<file path="config.mk">
export PLATFORM = sky130hd
export DESIGN_NAME = cfq_rom
export DESIGN_NICKNAME = d
export VERILOG_FILES = /design/src/logic/cfq_rom.v
export VERILOG_INCLUDE_DIRS = /design/src /design/src/logic
export SDC_FILE = /design/constraint.sdc
export NUM_CORES = 1
export LEC_CHECK = 0
export ABC_AREA = 1
export BUFFER_PORTS_ARGS = -buffer_cell sky130_fd_sc_hd__clkbuf_2
export CORE_MARGIN = 8
export CORE_UTILIZATION = 48
export CTS_CLUSTER_SIZE = 30
export DETAILED_ROUTE_END_ITERATION = 6
export GPL_TIMING_DRIVEN = 0
export MAX_ROUTING_LAYER = met4
export PLACE_DENSITY = 0.76
export SLEW_MARGIN = 30
export SYNTH_ARGS = -nofsm -noshare
export SYNTH_HDL_FRONTEND = slang
export SYNTH_SLANG_ARGS = --single-unit
</file>
<file path="constraint.sdc">
create_clock -name sys_clk -period 0.85 [get_ports sys_clk]
set_input_delay 0.255 -clock sys_clk [delete_from_list [all_inputs] [get_ports sys_clk]]
set_output_delay 0.255 -clock sys_clk [all_outputs]
set_load 0.01 [all_outputs]
</file>
<file path="src/logic/cfq_rom_map.vh">
// Word addresses, byte contents and sizes of the extended query table.
`ifndef CFQ_ROM_MAP_VH
`define CFQ_ROM_MAP_VH

`define CFQ_ADDR_W 9
`define CFQ_FIRST 9'h10A
`define CFQ_LAST 9'h135
`define CFQ_CELLS 46
`define CFQ_A_SIG_P 9'h10A
`define CFQ_A_SIG_R 9'h10B
`define CFQ_A_SIG_I 9'h10C
`define CFQ_A_VER_MAJOR 9'h10D
`define CFQ_A_VER_MINOR 9'h10E
`define CFQ_A_FEAT0 9'h10F
`define CFQ_A_FEAT1 9'h110
`define CFQ_A_FEAT2 9'h111
`define CFQ_A_FEAT3 9'h112
`define CFQ_A_AFTER_SUSP 9'h113
`define CFQ_A_BSM_LO 9'h114
`define CFQ_A_BSM_HI 9'h115
`define CFQ_A_VCC_OPT 9'h116
`define CFQ_A_VPP_OPT 9'h117
`define CFQ_A_OTP_COUNT 9'h118
`define CFQ_A_OTP1_LOCK_LO 9'h119
`define CFQ_A_OTP1_LOCK_HI 9'h11A
`define CFQ_A_OTP1_FACT 9'h11B
`define CFQ_A_OTP1_USER 9'h11C
`define CFQ_A_OTP2_LOCK_B0 9'h11D
`define CFQ_A_OTP2_LOCK_B1 9'h11E
`define CFQ_A_OTP2_LOCK_B2 9'h11F
`define CFQ_A_OTP2_LOCK_B3 9'h120
`define CFQ_A_OTP2_FACT_GRP_LO 9'h121
`define CFQ_A_OTP2_FACT_GRP_HI 9'h122
`define CFQ_A_OTP2_FACT_SIZE 9'h123
`define CFQ_A_OTP2_USER_GRP_LO 9'h124
`define CFQ_A_OTP2_USER_GRP_HI 9'h125
`define CFQ_A_OTP2_USER_SIZE 9'h126
`define CFQ_A_PAGE_SIZE 9'h127
`define CFQ_A_BURST_COUNT 9'h128
`define CFQ_A_BURST_1 9'h129
`define CFQ_A_BURST_2 9'h12A
`define CFQ_A_BURST_3 9'h12B
`define CFQ_A_BURST_4 9'h12C
`define CFQ_A_PART_REGIONS 9'h12D
`define CFQ_A_REGION_SIZE_LO 9'h12E
`define CFQ_A_REGION_SIZE_HI 9'h12F
`define CFQ_A_IDENT_PARTS_LO 9'h130
`define CFQ_A_IDENT_PARTS_HI 9'h131
`define CFQ_A_OPS_IN_PART 9'h132
`define CFQ_A_OPS_DUR_PROG 9'h133
`define CFQ_A_OPS_DUR_ERASE 9'h134
`define CFQ_A_ERASE_REGIONS 9'h135
`define CFQ_PTR_LO_ADDR 9'h015
`define CFQ_PTR_HI_ADDR 9'h016
`define CFQ_PTR_LO 8'h0A
`define CFQ_PTR_HI 8'h01
`define CFQ_SIG_P 8'h50
`define CFQ_SIG_R 8'h52
`define CFQ_SIG_I 8'h49
`define CFQ_VER_MAJOR 8'h31
`define CFQ_VER_MINOR 8'h34
`define CFQ_FEAT0 8'hE6
`define CFQ_FEAT1 8'h01
`define CFQ_FEAT2 8'h00
`define CFQ_FEAT3_SINGLE 8'h00
`define CFQ_FEAT3_DIE1 8'h40
`define CFQ_FEAT3_DIE2 8'h00
`define CFQ_AFTER_SUSP 8'h01
`define CFQ_BSM_LO 8'h03
`define CFQ_BSM_HI 8'h00
`define CFQ_VCC_OPT 8'h18
`define CFQ_VPP_OPT 8'h90
`define CFQ_OTP_COUNT 8'h02
`define CFQ_OTP1_LOCK_LO 8'h80
`define CFQ_OTP1_LOCK_HI 8'h00
`define CFQ_OTP1_FACT 8'h03
`define CFQ_OTP1_USER 8'h03
`define CFQ_OTP2_LOCK 8'h89
`define CFQ_OTP2_USER_GRP 8'h10
`define CFQ_OTP2_USER_SIZE 8'h04
`define CFQ_PAGE_SIZE 8'h05
`define CFQ_BURST_COUNT 8'h04
`define CFQ_BURST_1 8'h01
`define CFQ_BURST_2 8'h02
`define CFQ_BURST_3 8'h03
`define CFQ_BURST_4 8'h07
`define CFQ_ZERO 8'h00

`endif

</file>
<file path="src/logic/cfq_rom.v">
// Extended query table read-only store answering query reads over the 16-bit bus.
`timescale 1ns/1ps
`default_nettype none

`include "cfq_rom_map.vh"

module cfq_rom #(
    parameter [7:0] PART_REGIONS = 8'h01,
    parameter [15:0] REGION_DESC_SIZE = 16'h0024,
    parameter [15:0] IDENT_PARTS = 16'h0001,
    parameter [7:0] OPS_IN_PART = 8'h11,
    parameter [7:0] OPS_DUR_PROG = 8'h00,
    parameter [7:0] OPS_DUR_ERASE = 8'h00,
    parameter [7:0] ERASE_REGIONS = 8'h02
) (
    // Clock and reset.
    input wire sys_clk,
    input wire nrst,
    // Stacking straps.
    input wire stacked,
    input wire die_second,
    // Query read port.
    input wire query_mode,
    input wire rd_en,
    input wire [`CFQ_ADDR_W-1:0] rd_addr,
    output reg [15:0] rd_data_q,
    output reg rd_valid_q
);

    ////////////////////////////////////////////////////////////////////////////

    // Byte 112 is the only entry that follows the stacking straps.
    reg [7:0] feat3_byte;
    // One byte lane per entry; a lane is zero unless its own address is read.
    wire [8*`CFQ_CELLS-1:0] cell_bytes;
    reg [7:0] byte_d;
    integer i;

    always @* begin
        if (!stacked) begin
            feat3_byte = `CFQ_FEAT3_SINGLE;
        end else if (die_second) begin
            feat3_byte = `CFQ_FEAT3_DIE2;
        end else begin
            feat3_byte = `CFQ_FEAT3_DIE1;
        end
    end

    // Every entry is a fixed lane, so top- and bottom-boot builds answer
    // identically and no entry can shadow another.
    cfq_rom_cell #(.ADDR(`CFQ_PTR_LO_ADDR)) u_ptr_lo (
        .rd_addr(rd_addr),
        .cell_value(`CFQ_PTR_LO),
        .cell_byte(cell_bytes[8*0 +: 8])
    );

    cfq_rom_cell #(.ADDR(`CFQ_PTR_HI_ADDR)) u_ptr_hi (
        .rd_addr(rd_addr),
        .cell_value(`CFQ_PTR_HI),
        .cell_byte(cell_bytes[8*1 +: 8])
    );

    cfq_rom_cell #(.ADDR(`CFQ_A_SIG_P)) u_sig_p (
        .rd_addr(rd_addr),
        .cell_value(`CFQ_SIG_P),
        .cell_byte(cell_bytes[8*2 +: 8])
    );

    cfq_rom_cell #(.ADDR(`CFQ_A_SIG_R)) u_sig_r (
        .rd_addr(rd_addr),
        .cell_value(`CFQ_SIG_R),
        .cell_byte(cell_bytes[8*3 +: 8])
    );

    cfq_rom_cell #(.ADDR(`CFQ_A_SIG_I)) u_sig_i (
        .rd_addr(rd_addr),
        .cell_value(`CFQ_SIG_I),
        .cell_byte(cell_bytes[8*4 +: 8])
    );

    cfq_rom_cell #(.ADDR(`CFQ_A_VER_MAJOR)) u_ver_major (
        .rd_addr(rd_addr),
        .cell_value(`CFQ_VER_MAJOR),
        .cell_byte(cell_bytes[8*5 +: 8])
    );

    cfq_rom_cell #(.ADDR(`CFQ_A_VER_MINOR)) u_ver_minor (
        .rd_addr(rd_addr),
        .cell_value(`CFQ_VER_MINOR),
        .cell_byte(cell_bytes[8*6 +: 8])
    );

    cfq_rom_cell #(.ADDR(`CFQ_A_FEAT0)) u_feat0 (
        .rd_addr(rd_addr),
        .cell_value(`CFQ_FEAT0),
        .cell_byte(cell_bytes[8*7 +: 8])
    );

    cfq_rom_cell #(.ADDR(`CFQ_A_FEAT1)) u_feat1 (
        .rd_addr(rd_addr),
        .cell_value(`CFQ_FEAT1),
        .cell_byte(cell_bytes[8*8 +: 8])
    );

    cfq_rom_cell #(.ADDR(`CFQ_A_FEAT2)) u_feat2 (
        .rd_addr(rd_addr),
        .cell_value(`CFQ_FEAT2),
        .cell_byte(cell_bytes[8*9 +: 8])
    );

    cfq_rom_cell #(.ADDR(`CFQ_A_FEAT3)) u_feat3 (
        .rd_addr(rd_addr),
        .cell_value(feat3_byte),
        .cell_byte(cell_bytes[8*10 +: 8])
    );

    cfq_rom_cell #(.ADDR(`CFQ_A_AFTER_SUSP)) u_after_susp (
        .rd_addr(rd_addr),
        .cell_value(`CFQ_AFTER_SUSP),
        .cell_byte(cell_bytes[8*11 +: 8])
    );

    cfq_rom_cell #(.ADDR(`CFQ_A_BSM_LO)) u_bsm_lo (
        .rd_addr(rd_addr),
        .cell_value(`CFQ_BSM_LO),
        .cell_byte(cell_bytes[8*12 +: 8])
    );

    cfq_rom_cell #(.ADDR(`CFQ_A_BSM_HI)) u_bsm_hi (
        .rd_addr(rd_addr),
        .cell_value(`CFQ_BSM_HI),
        .cell_byte(cell_bytes[8*13 +: 8])
    );

    cfq_rom_cell #(.ADDR(`CFQ_A_VCC_OPT)) u_vcc_opt (
        .rd_addr(rd_addr),
        .cell_value(`CFQ_VCC_OPT),
        .cell_byte(cell_bytes[8*14 +: 8])
    );

    cfq_rom_cell #(.ADDR(`CFQ_A_VPP_OPT)) u_vpp_opt (
        .rd_addr(rd_addr),
        .cell_value(`CFQ_VPP_OPT),
        .cell_byte(cell_bytes[8*15 +: 8])
    );

    cfq_rom_cell #(.ADDR(`CFQ_A_OTP_COUNT)) u_otp_count (
        .rd_addr(rd_addr),
        .cell_value(`CFQ_OTP_COUNT),
        .cell_byte(cell_bytes[8*16 +: 8])
    );

    cfq_rom_cell #(.ADDR(`CFQ_A_OTP1_LOCK_LO)) u_otp1_lock_lo (
        .rd_addr(rd_addr),
        .cell_value(`CFQ_OTP1_LOCK_LO),
        .cell_byte(cell_bytes[8*17 +: 8])
    );

    cfq_rom_cell #(.ADDR(`CFQ_A_OTP1_LOCK_HI)) u_otp1_lock_hi (
        .rd_addr(rd_addr),
        .cell_value(`CFQ_OTP1_LOCK_HI),
        .cell_byte(cell_bytes[8*18 +: 8])
    );

    cfq_rom_cell #(.ADDR(`CFQ_A_OTP1_FACT)) u_otp1_fact (
        .rd_addr(rd_addr),
        .cell_value(`CFQ_OTP1_FACT),
        .cell_byte(cell_bytes[8*19 +: 8])
    );

    cfq_rom_cell #(.ADDR(`CFQ_A_OTP1_USER)) u_otp1_user (
        .rd_addr(rd_addr),
        .cell_value(`CFQ_OTP1_USER),
        .cell_byte(cell_bytes[8*20 +: 8])
    );

    cfq_rom_cell #(.ADDR(`CFQ_A_OTP2_LOCK_B0)) u_otp2_lock_b0 (
        .rd_addr(rd_addr),
        .cell_value(`CFQ_OTP2_LOCK),
        .cell_byte(cell_bytes[8*21 +: 8])
    );

    cfq_rom_cell #(.ADDR(`CFQ_A_OTP2_LOCK_B1)) u_otp2_lock_b1 (
        .rd_addr(rd_addr),
        .cell_value(`CFQ_ZERO),
        .cell_byte(cell_bytes[8*22 +: 8])
    );

    cfq_rom_cell #(.ADDR(`CFQ_A_OTP2_LOCK_B2)) u_otp2_lock_b2 (
        .rd_addr(rd_addr),
        .cell_value(`CFQ_ZERO),
        .cell_byte(cell_bytes[8*23 +: 8])
    );

    cfq_rom_cell #(.ADDR(`CFQ_A_OTP2_LOCK_B3)) u_otp2_lock_b3 (
        .rd_addr(rd_addr),
        .cell_value(`CFQ_ZERO),
        .cell_byte(cell_bytes[8*24 +: 8])
    );

    cfq_rom_cell #(.ADDR(`CFQ_A_OTP2_FACT_GRP_LO)) u_otp2_fact_grp_lo (
        .rd_addr(rd_addr),
        .cell_value(`CFQ_ZERO),
        .cell_byte(cell_bytes[8*25 +: 8])
    );

    cfq_rom_cell #(.ADDR(`CFQ_A_OTP2_FACT_GRP_HI)) u_otp2_fact_grp_hi (
        .rd_addr(rd_addr),
        .cell_value(`CFQ_ZERO),
        .cell_byte(cell_bytes[8*26 +: 8])
    );

    cfq_rom_cell #(.ADDR(`CFQ_A_OTP2_FACT_SIZE)) u_otp2_fact_size (
        .rd_addr(rd_addr),
        .cell_value(`CFQ_ZERO),
        .cell_byte(cell_bytes[8*27 +: 8])
    );

    cfq_rom_cell #(.ADDR(`CFQ_A_OTP2_USER_GRP_LO)) u_otp2_user_grp_lo (
        .rd_addr(rd_addr),
        .cell_value(`CFQ_OTP2_USER_GRP),
        .cell_byte(cell_bytes[8*28 +: 8])
    );

    cfq_rom_cell #(.ADDR(`CFQ_A_OTP2_USER_GRP_HI)) u_otp2_user_grp_hi (
        .rd_addr(rd_addr),
        .cell_value(`CFQ_ZERO),
        .cell_byte(cell_bytes[8*29 +: 8])
    );

    cfq_rom_cell #(.ADDR(`CFQ_A_OTP2_USER_SIZE)) u_otp2_user_size (
        .rd_addr(rd_addr),
        .cell_value(`CFQ_OTP2_USER_SIZE),
        .cell_byte(cell_bytes[8*30 +: 8])
    );

    cfq_rom_cell #(.ADDR(`CFQ_A_PAGE_SIZE)) u_page_size (
        .rd_addr(rd_addr),
        .cell_value(`CFQ_PAGE_SIZE),
        .cell_byte(cell_bytes[8*31 +: 8])
    );

    cfq_rom_cell #(.ADDR(`CFQ_A_BURST_COUNT)) u_burst_count (
        .rd_addr(rd_addr),
        .cell_value(`CFQ_BURST_COUNT),
        .cell_byte(cell_bytes[8*32 +: 8])
    );

    cfq_rom_cell #(.ADDR(`CFQ_A_BURST_1)) u_burst_1 (
        .rd_addr(rd_addr),
        .cell_value(`CFQ_BURST_1),
        .cell_byte(cell_bytes[8*33 +: 8])
    );

    cfq_rom_cell #(.ADDR(`CFQ_A_BURST_2)) u_burst_2 (
        .rd_addr(rd_addr),
        .cell_value(`CFQ_BURST_2),
        .cell_byte(cell_bytes[8*34 +: 8])
    );

    cfq_rom_cell #(.ADDR(`CFQ_A_BURST_3)) u_burst_3 (
        .rd_addr(rd_addr),
        .cell_value(`CFQ_BURST_3),
        .cell_byte(cell_bytes[8*35 +: 8])
    );

    cfq_rom_cell #(.ADDR(`CFQ_A_BURST_4)) u_burst_4 (
        .rd_addr(rd_addr),
        .cell_value(`CFQ_BURST_4),
        .cell_byte(cell_bytes[8*36 +: 8])
    );

    cfq_rom_cell #(.ADDR(`CFQ_A_PART_REGIONS)) u_part_regions (
        .rd_addr(rd_addr),
        .cell_value(PART_REGIONS),
        .cell_byte(cell_bytes[8*37 +: 8])
    );

    cfq_rom_cell #(.ADDR(`CFQ_A_REGION_SIZE_LO)) u_region_size_lo (
        .rd_addr(rd_addr),
        .cell_value(REGION_DESC_SIZE[7:0]),
        .cell_byte(cell_bytes[8*38 +: 8])
    );

    cfq_rom_cell #(.ADDR(`CFQ_A_REGION_SIZE_HI)) u_region_size_hi (
        .rd_addr(rd_addr),
        .cell_value(REGION_DESC_SIZE[15:8]),
        .cell_byte(cell_bytes[8*39 +: 8])
    );

    cfq_rom_cell #(.ADDR(`CFQ_A_IDENT_PARTS_LO)) u_ident_parts_lo (
        .rd_addr(rd_addr),
        .cell_value(IDENT_PARTS[7:0]),
        .cell_byte(cell_bytes[8*40 +: 8])
    );

    cfq_rom_cell #(.ADDR(`CFQ_A_IDENT_PARTS_HI)) u_ident_parts_hi (
        .rd_addr(rd_addr),
        .cell_value(IDENT_PARTS[15:8]),
        .cell_byte(cell_bytes[8*41 +: 8])
    );

    cfq_rom_cell #(.ADDR(`CFQ_A_OPS_IN_PART)) u_ops_in_part (
        .rd_addr(rd_addr),
        .cell_value(OPS_IN_PART),
        .cell_byte(cell_bytes[8*42 +: 8])
    );

    cfq_rom_cell #(.ADDR(`CFQ_A_OPS_DUR_PROG)) u_ops_dur_prog (
        .rd_addr(rd_addr),
        .cell_value(OPS_DUR_PROG),
        .cell_byte(cell_bytes[8*43 +: 8])
    );

    cfq_rom_cell #(.ADDR(`CFQ_A_OPS_DUR_ERASE)) u_ops_dur_erase (
        .rd_addr(rd_addr),
        .cell_value(OPS_DUR_ERASE),
        .cell_byte(cell_bytes[8*44 +: 8])
    );

    cfq_rom_cell #(.ADDR(`CFQ_A_ERASE_REGIONS)) u_erase_regions (
        .rd_addr(rd_addr),
        .cell_value(ERASE_REGIONS),
        .cell_byte(cell_bytes[8*45 +: 8])
    );

    // Exactly one lane is live for a listed address, so an OR of all lanes
    // yields the read byte, and an unlisted address reads zero.
    always @* begin
        byte_d = `CFQ_ZERO;
        for (i = 0; i < `CFQ_CELLS; i = i + 1) begin
            byte_d = byte_d | cell_bytes[8*i +: 8];
        end
    end

    ////////////////////////////////////////////////////////////////////////////

    // One registered stage for every query read, the same as an array read.
    always @(posedge sys_clk or negedge nrst) begin
        if (!nrst) begin
            rd_data_q <= 16'h0000;
            rd_valid_q <= 1'b0;
        end else begin
            rd_valid_q <= rd_en & query_mode;
            if (rd_en & query_mode) begin
                rd_data_q <= {8'h00, byte_d};
            end
        end
    end

endmodule

////////////////////////////////////////////////////////////////////////////////

// One table entry: it shows its byte only while its own address is read.
module cfq_rom_cell #(
    parameter [`CFQ_ADDR_W-1:0] ADDR = `CFQ_FIRST
) (
    // Address of the read in flight.
    input wire [`CFQ_ADDR_W-1:0] rd_addr,
    // Contents of this entry.
    input wire [7:0] cell_value,
    // Entry byte, or zero for any other address.
    output wire [7:0] cell_byte
);

    assign cell_byte = (rd_addr == ADDR) ? cell_value : `CFQ_ZERO;

endmodule
`default_nettype wire

</file>
**Word-level counts from Yosys, hierarchy flattened**

Index checks and enable logic that the tools add are counted.

- Word-level logic and storage cells: 100
- Bits of input ports: 15
- Register bits after elaboration: 9
- Output and inout bits: 17

- Bitwise gates (word level): 32
- Muxes and demuxes: 34
- Eq/ne operators: 32

Operator list:

| operator | count |
|---|---|
| 9-bit equality test (second input constant) | 30 |
| 8-bit OR | 31 |
| 8-bit two-way mux | 6 |
| 7-bit two-way mux | 4 |
| 9-bit by 5-bit equality test with 1-bit output (second input constant) | 2 |
| 6-bit two-way mux | 3 |
| 5-bit two-way mux | 3 |
| 2-bit two-way mux | 7 |
| 3-bit two-way mux | 4 |
| 1-bit two-way mux | 6 |
| 4-bit two-way mux | 1 |
| 1-bit AND | 1 |

**Depth between registers and ports, before layout**

Gate-level depths: netlist of the first run.

- Depth after elaboration: 33
- Mapped depth: 9
- Mapped depth without buffers: 9

**By module**

A second synthesis of the first run with hierarchy kept.

- Cell total of the unflattened synthesis: 1528
- Area total of the unflattened synthesis: 8094.0 sq um

Modules (own cells, without submodules):

| module | sequential area each (sq um) | instances | area an instance (sq um) | cells an instance |
|---|---|---|---|---|
| cfq_rom | 225.2 | 1 | 1669.1 | 368 |
| cfq_rom_cell (u_feat2 ...) | 0.0 | 12 | 116.4 | 28 |
| cfq_rom_cell (u_bsm_hi ...) | 0.0 | 12 | 112.6 | 27 |
| cfq_rom_cell (u_bsm_lo ...) | 0.0 | 5 | 170.2 | 22 |
| cfq_rom_cell (u_after_susp ...) | 0.0 | 4 | 180.2 | 24 |
| cfq_rom_cell (u_burst_4 ...) | 0.0 | 4 | 160.2 | 22 |
| cfq_rom_cell (u_feat1 ...) | 0.0 | 2 | 173.9 | 23 |
| cfq_rom_cell (u_ops_dur_erase ...) | 0.0 | 2 | 167.7 | 22 |
| cfq_rom_cell (u_ops_dur_prog) | 0.0 | 1 | 172.7 | 24 |
| cfq_rom_cell (u_ident_parts_lo) | 0.0 | 1 | 171.4 | 23 |
| cfq_rom_cell (u_feat0) | 0.0 | 1 | 165.2 | 22 |
| cfq_rom_cell (u_sig_i) | 0.0 | 1 | 163.9 | 21 |
| cfq_rom_cell (u_erase_regions) | 0.0 | 1 | 108.9 | 26 |

**Worst setup path after synthesis of the first run**

No wires, ideal clock.

- Kind: input to register
- From: input rd_addr[8]
- To: register rd_data_q[4]
- Library setup time: 65 ps
- Slack: -206 ps
- Cell stages on the path: 9
- Path buffers: 1
- Data required time: 785 ps
- Arrival: 991 ps
- Cells stage by stage: buf_2 inv_1 nor3_2 nand2_1 nand2_1 nor2_1 nand2_1 nand2_1 nand2_1

- Cells in the longest elaborated chain, start to end: 32
- Elaborated cells on any way between the ends: 48
- Those cells by class: eq/ne: 9; mux: 9; bitwise: 30

Ends and longest elaborated chain:

| element | line | text |
|---|---|---|
| start, declared | cfq_rom.v:25 | `` input wire [`CFQ_ADDR_W-1:0] rd_addr, `` |
| 9-bit equality test | cfq_rom.v:367 | `` assign cell_byte = (rd_addr == ADDR) ? cell_value : `CFQ_ZERO; `` |
| 7-bit two-way mux (no source line) | -- |  |
| 8-bit OR (28 in series) | cfq_rom.v:332 | `byte_d = byte_d \| cell_bytes[8*i +: 8];` |
| 8-bit OR (*) (2 in series) | cfq_rom.v:332 |  |
| end signal, assigned | cfq_rom.v:346 | `rd_data_q <= {8'h00, byte_d};` |
| end, declared | cfq_rom.v:26 | `output reg [15:0] rd_data_q,` |

Mark *: on every way between the ends. The rest lies on a longest branch, timed or not.
A chain may end at the register's enable or synchronous reset.

**Final worst setup path of the first run**

- From: register rd_data_q[7]
- To: output rd_data_q[7]

No word-level cell between the ends.

==> results.json, run 1 <==
{
  "crit_type": "flop to output pin",
  "r2r-start": "rd_data_q[5]",
  "min_from": "rd_addr[8]",
  "post-route-period-util": 1.233,
  "antenna_found_initial": 0,
  "final_nets": 208,
  "power_frac_comb": 0.429,
  "leakage_uw": 0.0007800,
  "final_cell_mix": "nand2_1, buf_4, nor2_1",
  "grt_max_degree": 11,
  "vias": 1128,
  "synth_edf_count": 0,
  "diodes": 0,
  "ff2ff_setup_slack_ps": 40,
  "design.core.area_um2": 1689,
  "cp_num_buf_inv": 1,
  "dieHeight_um": 57.95,
  "ff2ff_path_depth": 2,
  "synthArstFlopShare": 1.000,
  "final_util": 0.9074,
  "timing.rr.end": "rd_data_q[5]",
  "wl_per_cell_um": 15.34,
  "synthFlopType": "dfrtp_1",
  "first_global_vias": 1031,
  "slew_viol_final": 0,
  "top_layer_used": "met4",
  "crit_arrival_ps": 790,
  "report.final.setup_viol": 17,
  "min_to": "rd_data_q[1]",
  "max_freq_mhz": 954.2,
  "overflow": 0,
  "seqPwrFrac": 0.339,
  "cts_buffer_depth": 2,
  "insertion_delay_ps": 260,
  "peakVddDrop_v": 0.0007305,
  "wl_met3_um": 238,
  "die_w_um": 57.95,
  "rsz0062_at_grt": "true",
  "hold_viol_final": 0,
  "critPathTopFamily": "flip-flops",
  "rows": 15,
  "min_path_type": "primary input to flop",
  "syn_area_um2": 844.6,
  "wl_met1_mm": 1.242,
  "layout_commonest_cell": "nand2_1",
  "crit_chain": "clkbuf_2",
  "syn2layout_area_growth_pct": 81.48,
  "die_area_um2": 3358,
  "placed_cells": 192,
  "period_minus_slack_ps": 1048,
  "crit_path_end_kind": "output pin",
  "yosysWarnings": 0,
  "numPortBuffers": 22,
  "ys_ff_latch": 9,
  "worstPathMaxFanout": 2,
  "p_sw_uw": 527.9,
  "cts-root-buf": "clkbuf_4",
  "ys_seq_area_frac": 0.2667,
  "cap_violations": 0,
  "ios": 32,
  "h-tree-depth": 1,
  "intPower_uw": 922.3,
  "min_path_cells": 3,
  "setup_ws_ps": -198.0,
  "cp_slowest_cell": "dfrtp_1",
  "postSynthCellCount": 146,
  "antenna_left": 0,
  "violations": "setup timing",
  "numClockSinks": 9,
  "numCtsBuffers": 3,
  "avgSynthCellArea_um2": 5.785,
  "netSwitchingFraction": 0.3640,
  "hpwl_mm": 1.967,
  "cts_tree": "yes",
  "final_layout_size_suffix_gt1_frac": 0.5469,
  "grt_pass1_wl_mm": 4.498,
  "status": "finished with violations",
  "drt_pass1_iterations": 4,
  "grt_use_total": 0.1677,
  "fin_skew_ps": 0,
  "p_clk_frac": 0.231,
  "dr_wl_met2_mm": 1.653,
  "required_ps": 590,
  "ys_types": 23,
  "dr.first_iter.drc_count": 47,
  "viasPerCell": 5.397,
  "drc": 0,
  "final_cells": 209,
  "finalWirelength_mm": 3.207,
  "cpPeakStageDelay_ps": 390,
  "clkTransAtPathRegs_ps": 60,
  "startpoint_type": "flop",
  "place_congestion": 0.9544,
  "initial_core_util": 0.5000,
  "powerDensity_nw_per_um2": 946.2
}
==> worst register-to-register path, cell delays in order (launching register included) <==
cell and delay, ps:
dfrtp_1 380, buf_4 130, o22a_1 190
==> area by class of cell <==
cell class / instances / area (µm²)
tap: 17 / 21.27
fill: 77 / 156.4
buffer: 9 / 71.32
clock buffer: 4 / 26.28
sequential: 9 / 225.2
multi-input combinational: 117 / 765.7
timing repair buffer: 35 / 295.3
inverter: 18 / 127.6
==> cells by family (layout without fill, tap and decap cells) <==
logic type / count (synthesis) / count (layout) / share of synthesized area
AND/OR/NAND/NOR: 92 / 92 / 0.4533
buffers and inverters: 27 / 66 / 0.1570
AO/OA/AOI/OAI: 17 / 17 / 0.1185
other: 1 / 8 / 0.004440
flip-flops: 9 / 9 / 0.2667
==> sequential cells by signal (all words and copies together) (netlist names) <==
name / count
rd_data_q: 8
rd_valid_q: 1
==> worst max path at each step <==
stage                             from      endpoint  slack, ps  depth (start not counted)
final                     rd_data_q[7]  rd_data_q[7]       -200                          1
after global routing      rd_data_q[4]  rd_data_q[4]       -220                          1
after CTS                 rd_data_q[2]  rd_data_q[2]       -180                          1
after detailed placement    rd_addr[7]  rd_data_q[1]       -440                         10
after global placement      rd_addr[7]  rd_data_q[1]       -450                         10
after floorplan             rd_addr[7]  rd_data_q[3]        -80                          7
==> Yosys cell counts, types with 2 or more instances <==
cell     number  area [µm²]
inv_1        13       48.80
buf_4         8       60.06
nor3_1        2       10.01
dfrtp_1       9       225.2
nand3_1      13       65.06
nor2_1       29       108.9
nor2_2        3       18.77
a31oi_1       2       12.51
o21ai_0       3       15.01
inv_2         4       15.01
nand2_1      42       157.7
a21oi_1       5       25.02
o21ai_1       3       15.01
==> per-stage QoR <==
step,instance area (µm²),TNS (ps),hold slack [ps],power (µW),setup WS [ps]
3_5_place_dp,1176,-3113,119.7,932.1,-442.8
4_1_cts,1396,-1764,290.3,1357,-182.4
2_1_floorplan,1045,-343.4,-40.59,777.6,-78.49
5_1_grt,1533,-2750,293.2,1524,-220.6
3_3_place_gp,1176,-3052,113.5,924.6,-453.7
6_report,1533,-2071,300.0,1450,-198.0
==> power by group through the flow <==
stage / Sequential (µW) / Combinational [µW] / Clock (µW)
global route: 495 / 666 / 362
finish: 492 / 623 / 336
detailed placement: 499 / 433 / 0
floorplan: 520 / 258 / 0
CTS: 490 / 529 / 338
global placement: 497 / 428 / 0
==> routing by layer <==
metal | vias to the layer above | GRT usage
met3 | 8 | 0.03974
li1 | 541 | -
met4 | 0 | 0.03147
met5 | - | -
met2 | 61 | 0.2914
met1 | 518 | 0.1923
==> what timing repair did <==
| action | 4_1_cts | 5_1_grt |
|---|---|---|
| buffers inserted | 7 | 5 |
| endpoints found under the setup margin | 17 | 17 |
| hold buffers | 1 | 0 |
| pin swaps | 13 | 21 |
| gates resized for setup | 33 | 32 |
| hold endpoints to repair | 9 | 0 |
Power figures use the tool's default switching activity.
==> run 2, diff against run 1 <==
==> constraint.sdc (replaced) <==
create_clock -name sys_clk -period 1.2 [get_ports sys_clk]
set_input_delay 0.36 -clock sys_clk [delete_from_list [all_inputs] [get_ports sys_clk]]
set_output_delay 0.36 -clock sys_clk [all_outputs]
set_load 0.01 [all_outputs]
==> run 2 against run 1 <==
- the flow now finishes without violations
- worst setup slack better by 260 ps
- cell count is 5.7% lower
- cell area is 30% lower
- combinational power is 58% lower
- critical path depth stayed put
- hold slack better by 120 ps
- largest cell class unchanged
==> results.json, run 2 (same netlist as run 1, synthesis figures left out) <==
{
  "status": "finished clean",
  "hold_viol_final": 0,
  "grt_max_degree": 11,
  "setup_ws_ps": 60.81,
  "final_nets": 196,
  "hpwl_mm": 1.889,
  "cts-root-buf": "clkbuf_4",
  "cts_tree": "yes",
  "critPathTopFamily": "flip-flops",
  "crit_path_end_kind": "output pin",
  "cp_num_buf_inv": 1,
  "crit_chain": "clkbuf_2",
  "leakage_uw": 0.0006012,
  "place_ws_ps": -180.7,
  "clkTransAtPathRegs_ps": 60,
  "numCtsBuffers": 3,
  "place_congestion": 0.9671,
  "peakVddDrop_v": 0.0003214,
  "numClockSinks": 9,
  "post-route-period-util": 0.9493,
  "ff2ff_setup_slack_ps": 510,
  "multi_input_area_um2": 545.5,
  "post_cts_buffers": 0,
  "viasPerCell": 5.025,
  "insertion_delay_ps": 270,
  "drc": 0,
  "period_minus_slack_ps": 1139,
  "place_area_um2": 1002,
  "cap_violations": 0,
  "startpoint_type": "flop",
  "antenna_left": 0,
  "grt_busiest_layer": "met2",
  "timing.rr.end": "rd_data_q[5]",
  "largest_register_ffs": 8,
  "overflow": 0,
  "required_ps": 840,
  "crit_start": "rd_data_q[4]",
  "diodes": 0,
  "powerDensity_nw_per_um2": 784.0,
  "use_met2": 0.2341,
  "path_depth": 1,
  "regArea_um2": 225.2,
  "dr.first_iter.drc_count": 50,
  "crit_type": "flop to output pin",
  "reg_top3": "rd_data_q: 8 flops, rd_valid_q: 1 flops",
  "use_met3": 0.02428,
  "dieHeight_um": 57.95,
  "ff2ff_path_depth": 1,
  "wl_per_cell_um": 11.52,
  "report.final.setup_viol": 0,
  "grt_pass1_wl_mm": 3.801,
  "cp-endpoint": "rd_data_q[4]",
  "first_global_vias": 901,
  "vias": 990,
  "numPortBuffers": 22,
  "finalWirelength_mm": 2.269,
  "layout_commonest_cell": "nand2_1",
  "max_freq_mhz": 877.8,
  "antenna_found_initial": 0,
  "cp_slowest_cell": "dfrtp_1",
  "final_cell_area_um2": 1071,
  "initial_core_util": 0.5000,
  "placed_cells": 192,
  "final_cell_mix": "nand2_1, nor2_1, clkbuf_2",
  "hold_ws_ps": 417.0,
  "drt_pass1_iterations": 4,
  "worstPathMaxFanout": 2,
  "crit_arrival_ps": 780,
  "design.core.area_um2": 1689,
  "slew_viol_final": 0,
  "cts_buffer_depth": 2,
  "fin_skew_ps": 0,
  "rows": 15,
  "grt_util_met1": 0.1630,
  "min_path_type": "primary input to flop",
  "rsz0062_at_grt": "false",
  "final_layout_size_suffix_gt1_frac": 0.2944,
  "top_register": "rd_data_q",
  "tns_ps": 0,
  "grt_use_total": 0.1426,
  "cpPeakStageDelay_ps": 380,
  "ios": 32,
  "syn2layout_area_growth_pct": 26.82,
  "final_cells": 197,
  "die_w_um": 57.95,
  "die_area_um2": 3358,
  "r2r-start": "rd_data_q[5]",
  "fillers": 171,
  "h-tree-depth": 1
}
-- run 2: power breakdown --
part / internal [µW] / leakage (µW) / switching, µW
combinational: 98.3 / 0.000474 / 161
clock: 128 / 0.0000150 / 105
sequential: 333 / 0.000112 / 13.2
total: 560 / 0.000601 / 280
-- run 2: routing by layer --
layer | vias to the layer above | routed length, µm
met2 | 43 | 1131
met3 | 3 | 171
li1 | 517 | -
met4 | 0 | 21
met1 | 427 | 943
met5 | - | 0
-- run 2: how the worst min path moves through the flow --
stage                    start            to  slack, ps  cells after the start
detailed placement        nrst  rd_data_q[2]        220                      1
floorplan                 nrst  rd_data_q[0]         60                      0
global placement          nrst  rd_data_q[5]        220                      1
global route        rd_addr[8]  rd_data_q[1]        440                      3
finish              rd_addr[8]  rd_data_q[1]        420                      3
CTS                 rd_addr[8]  rd_data_q[1]        410                      3
-- run 2: layout make-up --
| cell class | instances | area share |
|---|---|---|
| buffer | 9 | 0.06075 |
| clock buffer | 4 | 0.02453 |
| inverter | 18 | 0.06308 |
| multi-input combinational | 117 | 0.5093 |
| sequential | 9 | 0.2103 |
| tap | 17 | 0.01986 |
| timing repair buffer | 23 | 0.1121 |
-- run 2: repair_timing --
action | 4_1_cts | 5_1_grt
hold buffers | 1 | 0
endpoints found under the setup margin | 0 | 5
hold endpoints to repair | 9 | 0
gates resized for setup | 0 | 11
-- run 2: through the flow --
stage                       util  power (µW)
after global routing      0.6341       894.6
after CTS                 0.6148       833.5
after floorplan                -       505.5
after detailed placement  0.5933       597.9
final                     0.6341       839.7
after global placement    0.5933       595.6
==> run 3, diff against run 2 <==
--- a/config.mk
+++ b/config.mk
@@ -9,12 +9,13 @@
 export ABC_AREA = 1
 export BUFFER_PORTS_ARGS = -buffer_cell sky130_fd_sc_hd__clkbuf_2
 export CORE_MARGIN = 8
-export CORE_UTILIZATION = 48
+export CORE_UTILIZATION = 50
+export CTS_BUF_LIST = sky130_fd_sc_hd__clkbuf_4
 export CTS_CLUSTER_SIZE = 30
 export DETAILED_ROUTE_END_ITERATION = 6
 export GPL_TIMING_DRIVEN = 0
 export MAX_ROUTING_LAYER = met4
-export PLACE_DENSITY = 0.76
+export PLACE_DENSITY = 0.79
 export SLEW_MARGIN = 30
 export SYNTH_ARGS = -nofsm -noshare
 export SYNTH_HDL_FRONTEND = slang
==> run 3 against run 2 <==
- flip-flop and latch count unchanged
- critical endpoint is now rd_data_q[1]
- non-clock buffer count up 1
- worst setup slack worse by 38 ps
- power up 5.3%
- global-route usage up 0.69 points
- largest cell class unchanged
- register-to-register slack about the same
- clock skew unchanged
- hold slack better by 24 ps
- critical path depth unchanged
- cell area up 2.1%
- core utilization up 2.8 points
- largest power group unchanged
==> results.json, run 3 (same netlist as run 1, synthesis figures left out) <==
{
  "numPortBuffers": 22,
  "post-route-period-util": 0.9810,
  "first_global_vias": 958,
  "grt_pass1_wl_mm": 3.912,
  "die_w_um": 57.10,
  "hpwl_mm": 1.955,
  "final_cell_area_um2": 1094,
  "worstPathMaxFanout": 2,
  "numClockSinks": 9,
  "min_path_cells": 3,
  "rows": 15,
  "drt_pass1_iterations": 5,
  "crit_type": "flop to output pin",
  "required_ps": 840,
  "final_layout_size_suffix_gt1_frac": 0.3204,
  "antenna_found_initial": 0,
  "layout_commonest_cell": "nand2_1",
  "crit_chain": "clkbuf_2",
  "grt_use_total": 0.1494,
  "h-tree-depth": 1,
  "antenna_left": 0,
  "clkTransAtPathRegs_ps": 60,
  "dr.first_iter.drc_count": 63,
  "leakage_uw": 0.0006155,
  "cap_violations": 0,
  "crit_path_end_kind": "output pin",
  "max_freq_mhz": 849.5,
  "cts_tree": "yes",
  "initial_core_util": 0.5114,
  "placed_cells": 192,
  "startpoint_type": "flop",
  "overflow": 0,
  "die_area_um2": 3260,
  "period_minus_slack_ps": 1177,
  "fillers": 158,
  "min_path_type": "primary input to flop",
  "reg_top3": "rd_data_q: 8 flops, rd_valid_q: 1 flops",
  "cp_num_buf_inv": 1,
  "rsz0062_at_grt": "true",
  "cts_buffer_depth": 2,
  "cts-root-buf": "clkbuf_4",
  "design.core.area_um2": 1652,
  "insertion_delay_ps": 270,
  "vias": 1071,
  "regArea_um2": 225.2,
  "drc": 0,
  "syn2layout_area_growth_pct": 29.48,
  "cp_slowest_cell": "dfrtp_1",
  "dieHeight_um": 57.10,
  "place_area_um2": 1002,
  "final_cell_mix": "nand2_1, nor2_1, clkbuf_2",
  "grt_max_degree": 11,
  "status": "finished clean",
  "viasPerCell": 5.409,
  "path_depth": 1,
  "finalWirelength_mm": 2.547,
  "final_cells": 198,
  "peakVddDrop_v": 0.0004002,
  "critPathTopFamily": "flip-flops",
  "place_ws_ps": -200.8,
  "ios": 32,
  "top_register": "rd_data_q",
  "report.final.setup_viol": 0,
  "fin_skew_ps": 0,
  "crit_arrival_ps": 820,
  "diodes": 0,
  "multi_input_area_um2": 556.8,
  "setup_ws_ps": 22.77,
  "wl_per_cell_um": 12.86,
  "largest_register_ffs": 8,
  "numCtsBuffers": 3,
  "ff2ff_path_depth": 2,
  "final_nets": 197,
  "slew_viol_final": 0,
  "cpPeakStageDelay_ps": 400,
  "place_congestion": 0.9498,
  "final_util": 0.6621,
  "hold_viol_final": 0,
  "powerDensity_nw_per_um2": 808.5
}
[run 3: path summary, 6_finish.rpt]
| check | endpoint | slack (ps) | startpoint |
|---|---|---|---|
| worst max-delay path | rd_data_q[1] | 20 | rd_data_q[1] |
| worst min-delay path | rd_data_q[1] | 440 | rd_addr[8] |
| worst max register to register | rd_data_q[1] | 500 | rd_data_q[1] |
| worst min register to register | rd_data_q[0] | 500 | rd_data_q[0] |
| max in group asynchronous | rd_data_q[4] | 530 | nrst |
| min in group asynchronous | rd_data_q[6] | 480 | nrst |
[run 3: per-layer routing]
metal | routed length (µm) | global-route usage
met5 | 0 | -
met3 | 255 | 0.03104
met2 | 1250 | 0.2527
met4 | 104 | 0.08725
met1 | 936 | 0.1563
[run 3: what timing repair did]
item	CTS	global route
setup buffers	0	1
hold endpoints to repair	9	0
hold buffers	1	0
endpoints found under the setup margin	0	5
gates resized for setup	0	15
[run 3: power breakdown]
group / internal (µW) / switching (µW) / leakage, µW
logic: 100 / 171 / 0.000485
registers: 333 / 14.9 / 0.000112
clock network: 151 / 113 / 0.0000184
total: 585 / 299 / 0.000616
[run 3: layout make-up]
| type | instances | area share |
|---|---|---|
| sequential | 9 | 0.2059 |
| inverter | 18 | 0.06178 |
| multi-input combinational | 117 | 0.5092 |
| timing repair buffer | 24 | 0.1167 |
| clock buffer | 4 | 0.02746 |
| buffer | 9 | 0.05950 |
| tap | 17 | 0.01945 |
[run 3: metrics by stage]
stage,hold slack [ps],TNS (ps),power (µW)
after floorplan,64.41,0,505.5
after global placement,216.6,-1068,596.8
after detailed placement,225.4,-1182,597.9
after CTS,422.7,0,858.8
after global routing,462.0,-51.09,921.6
final,440.9,0,884.1
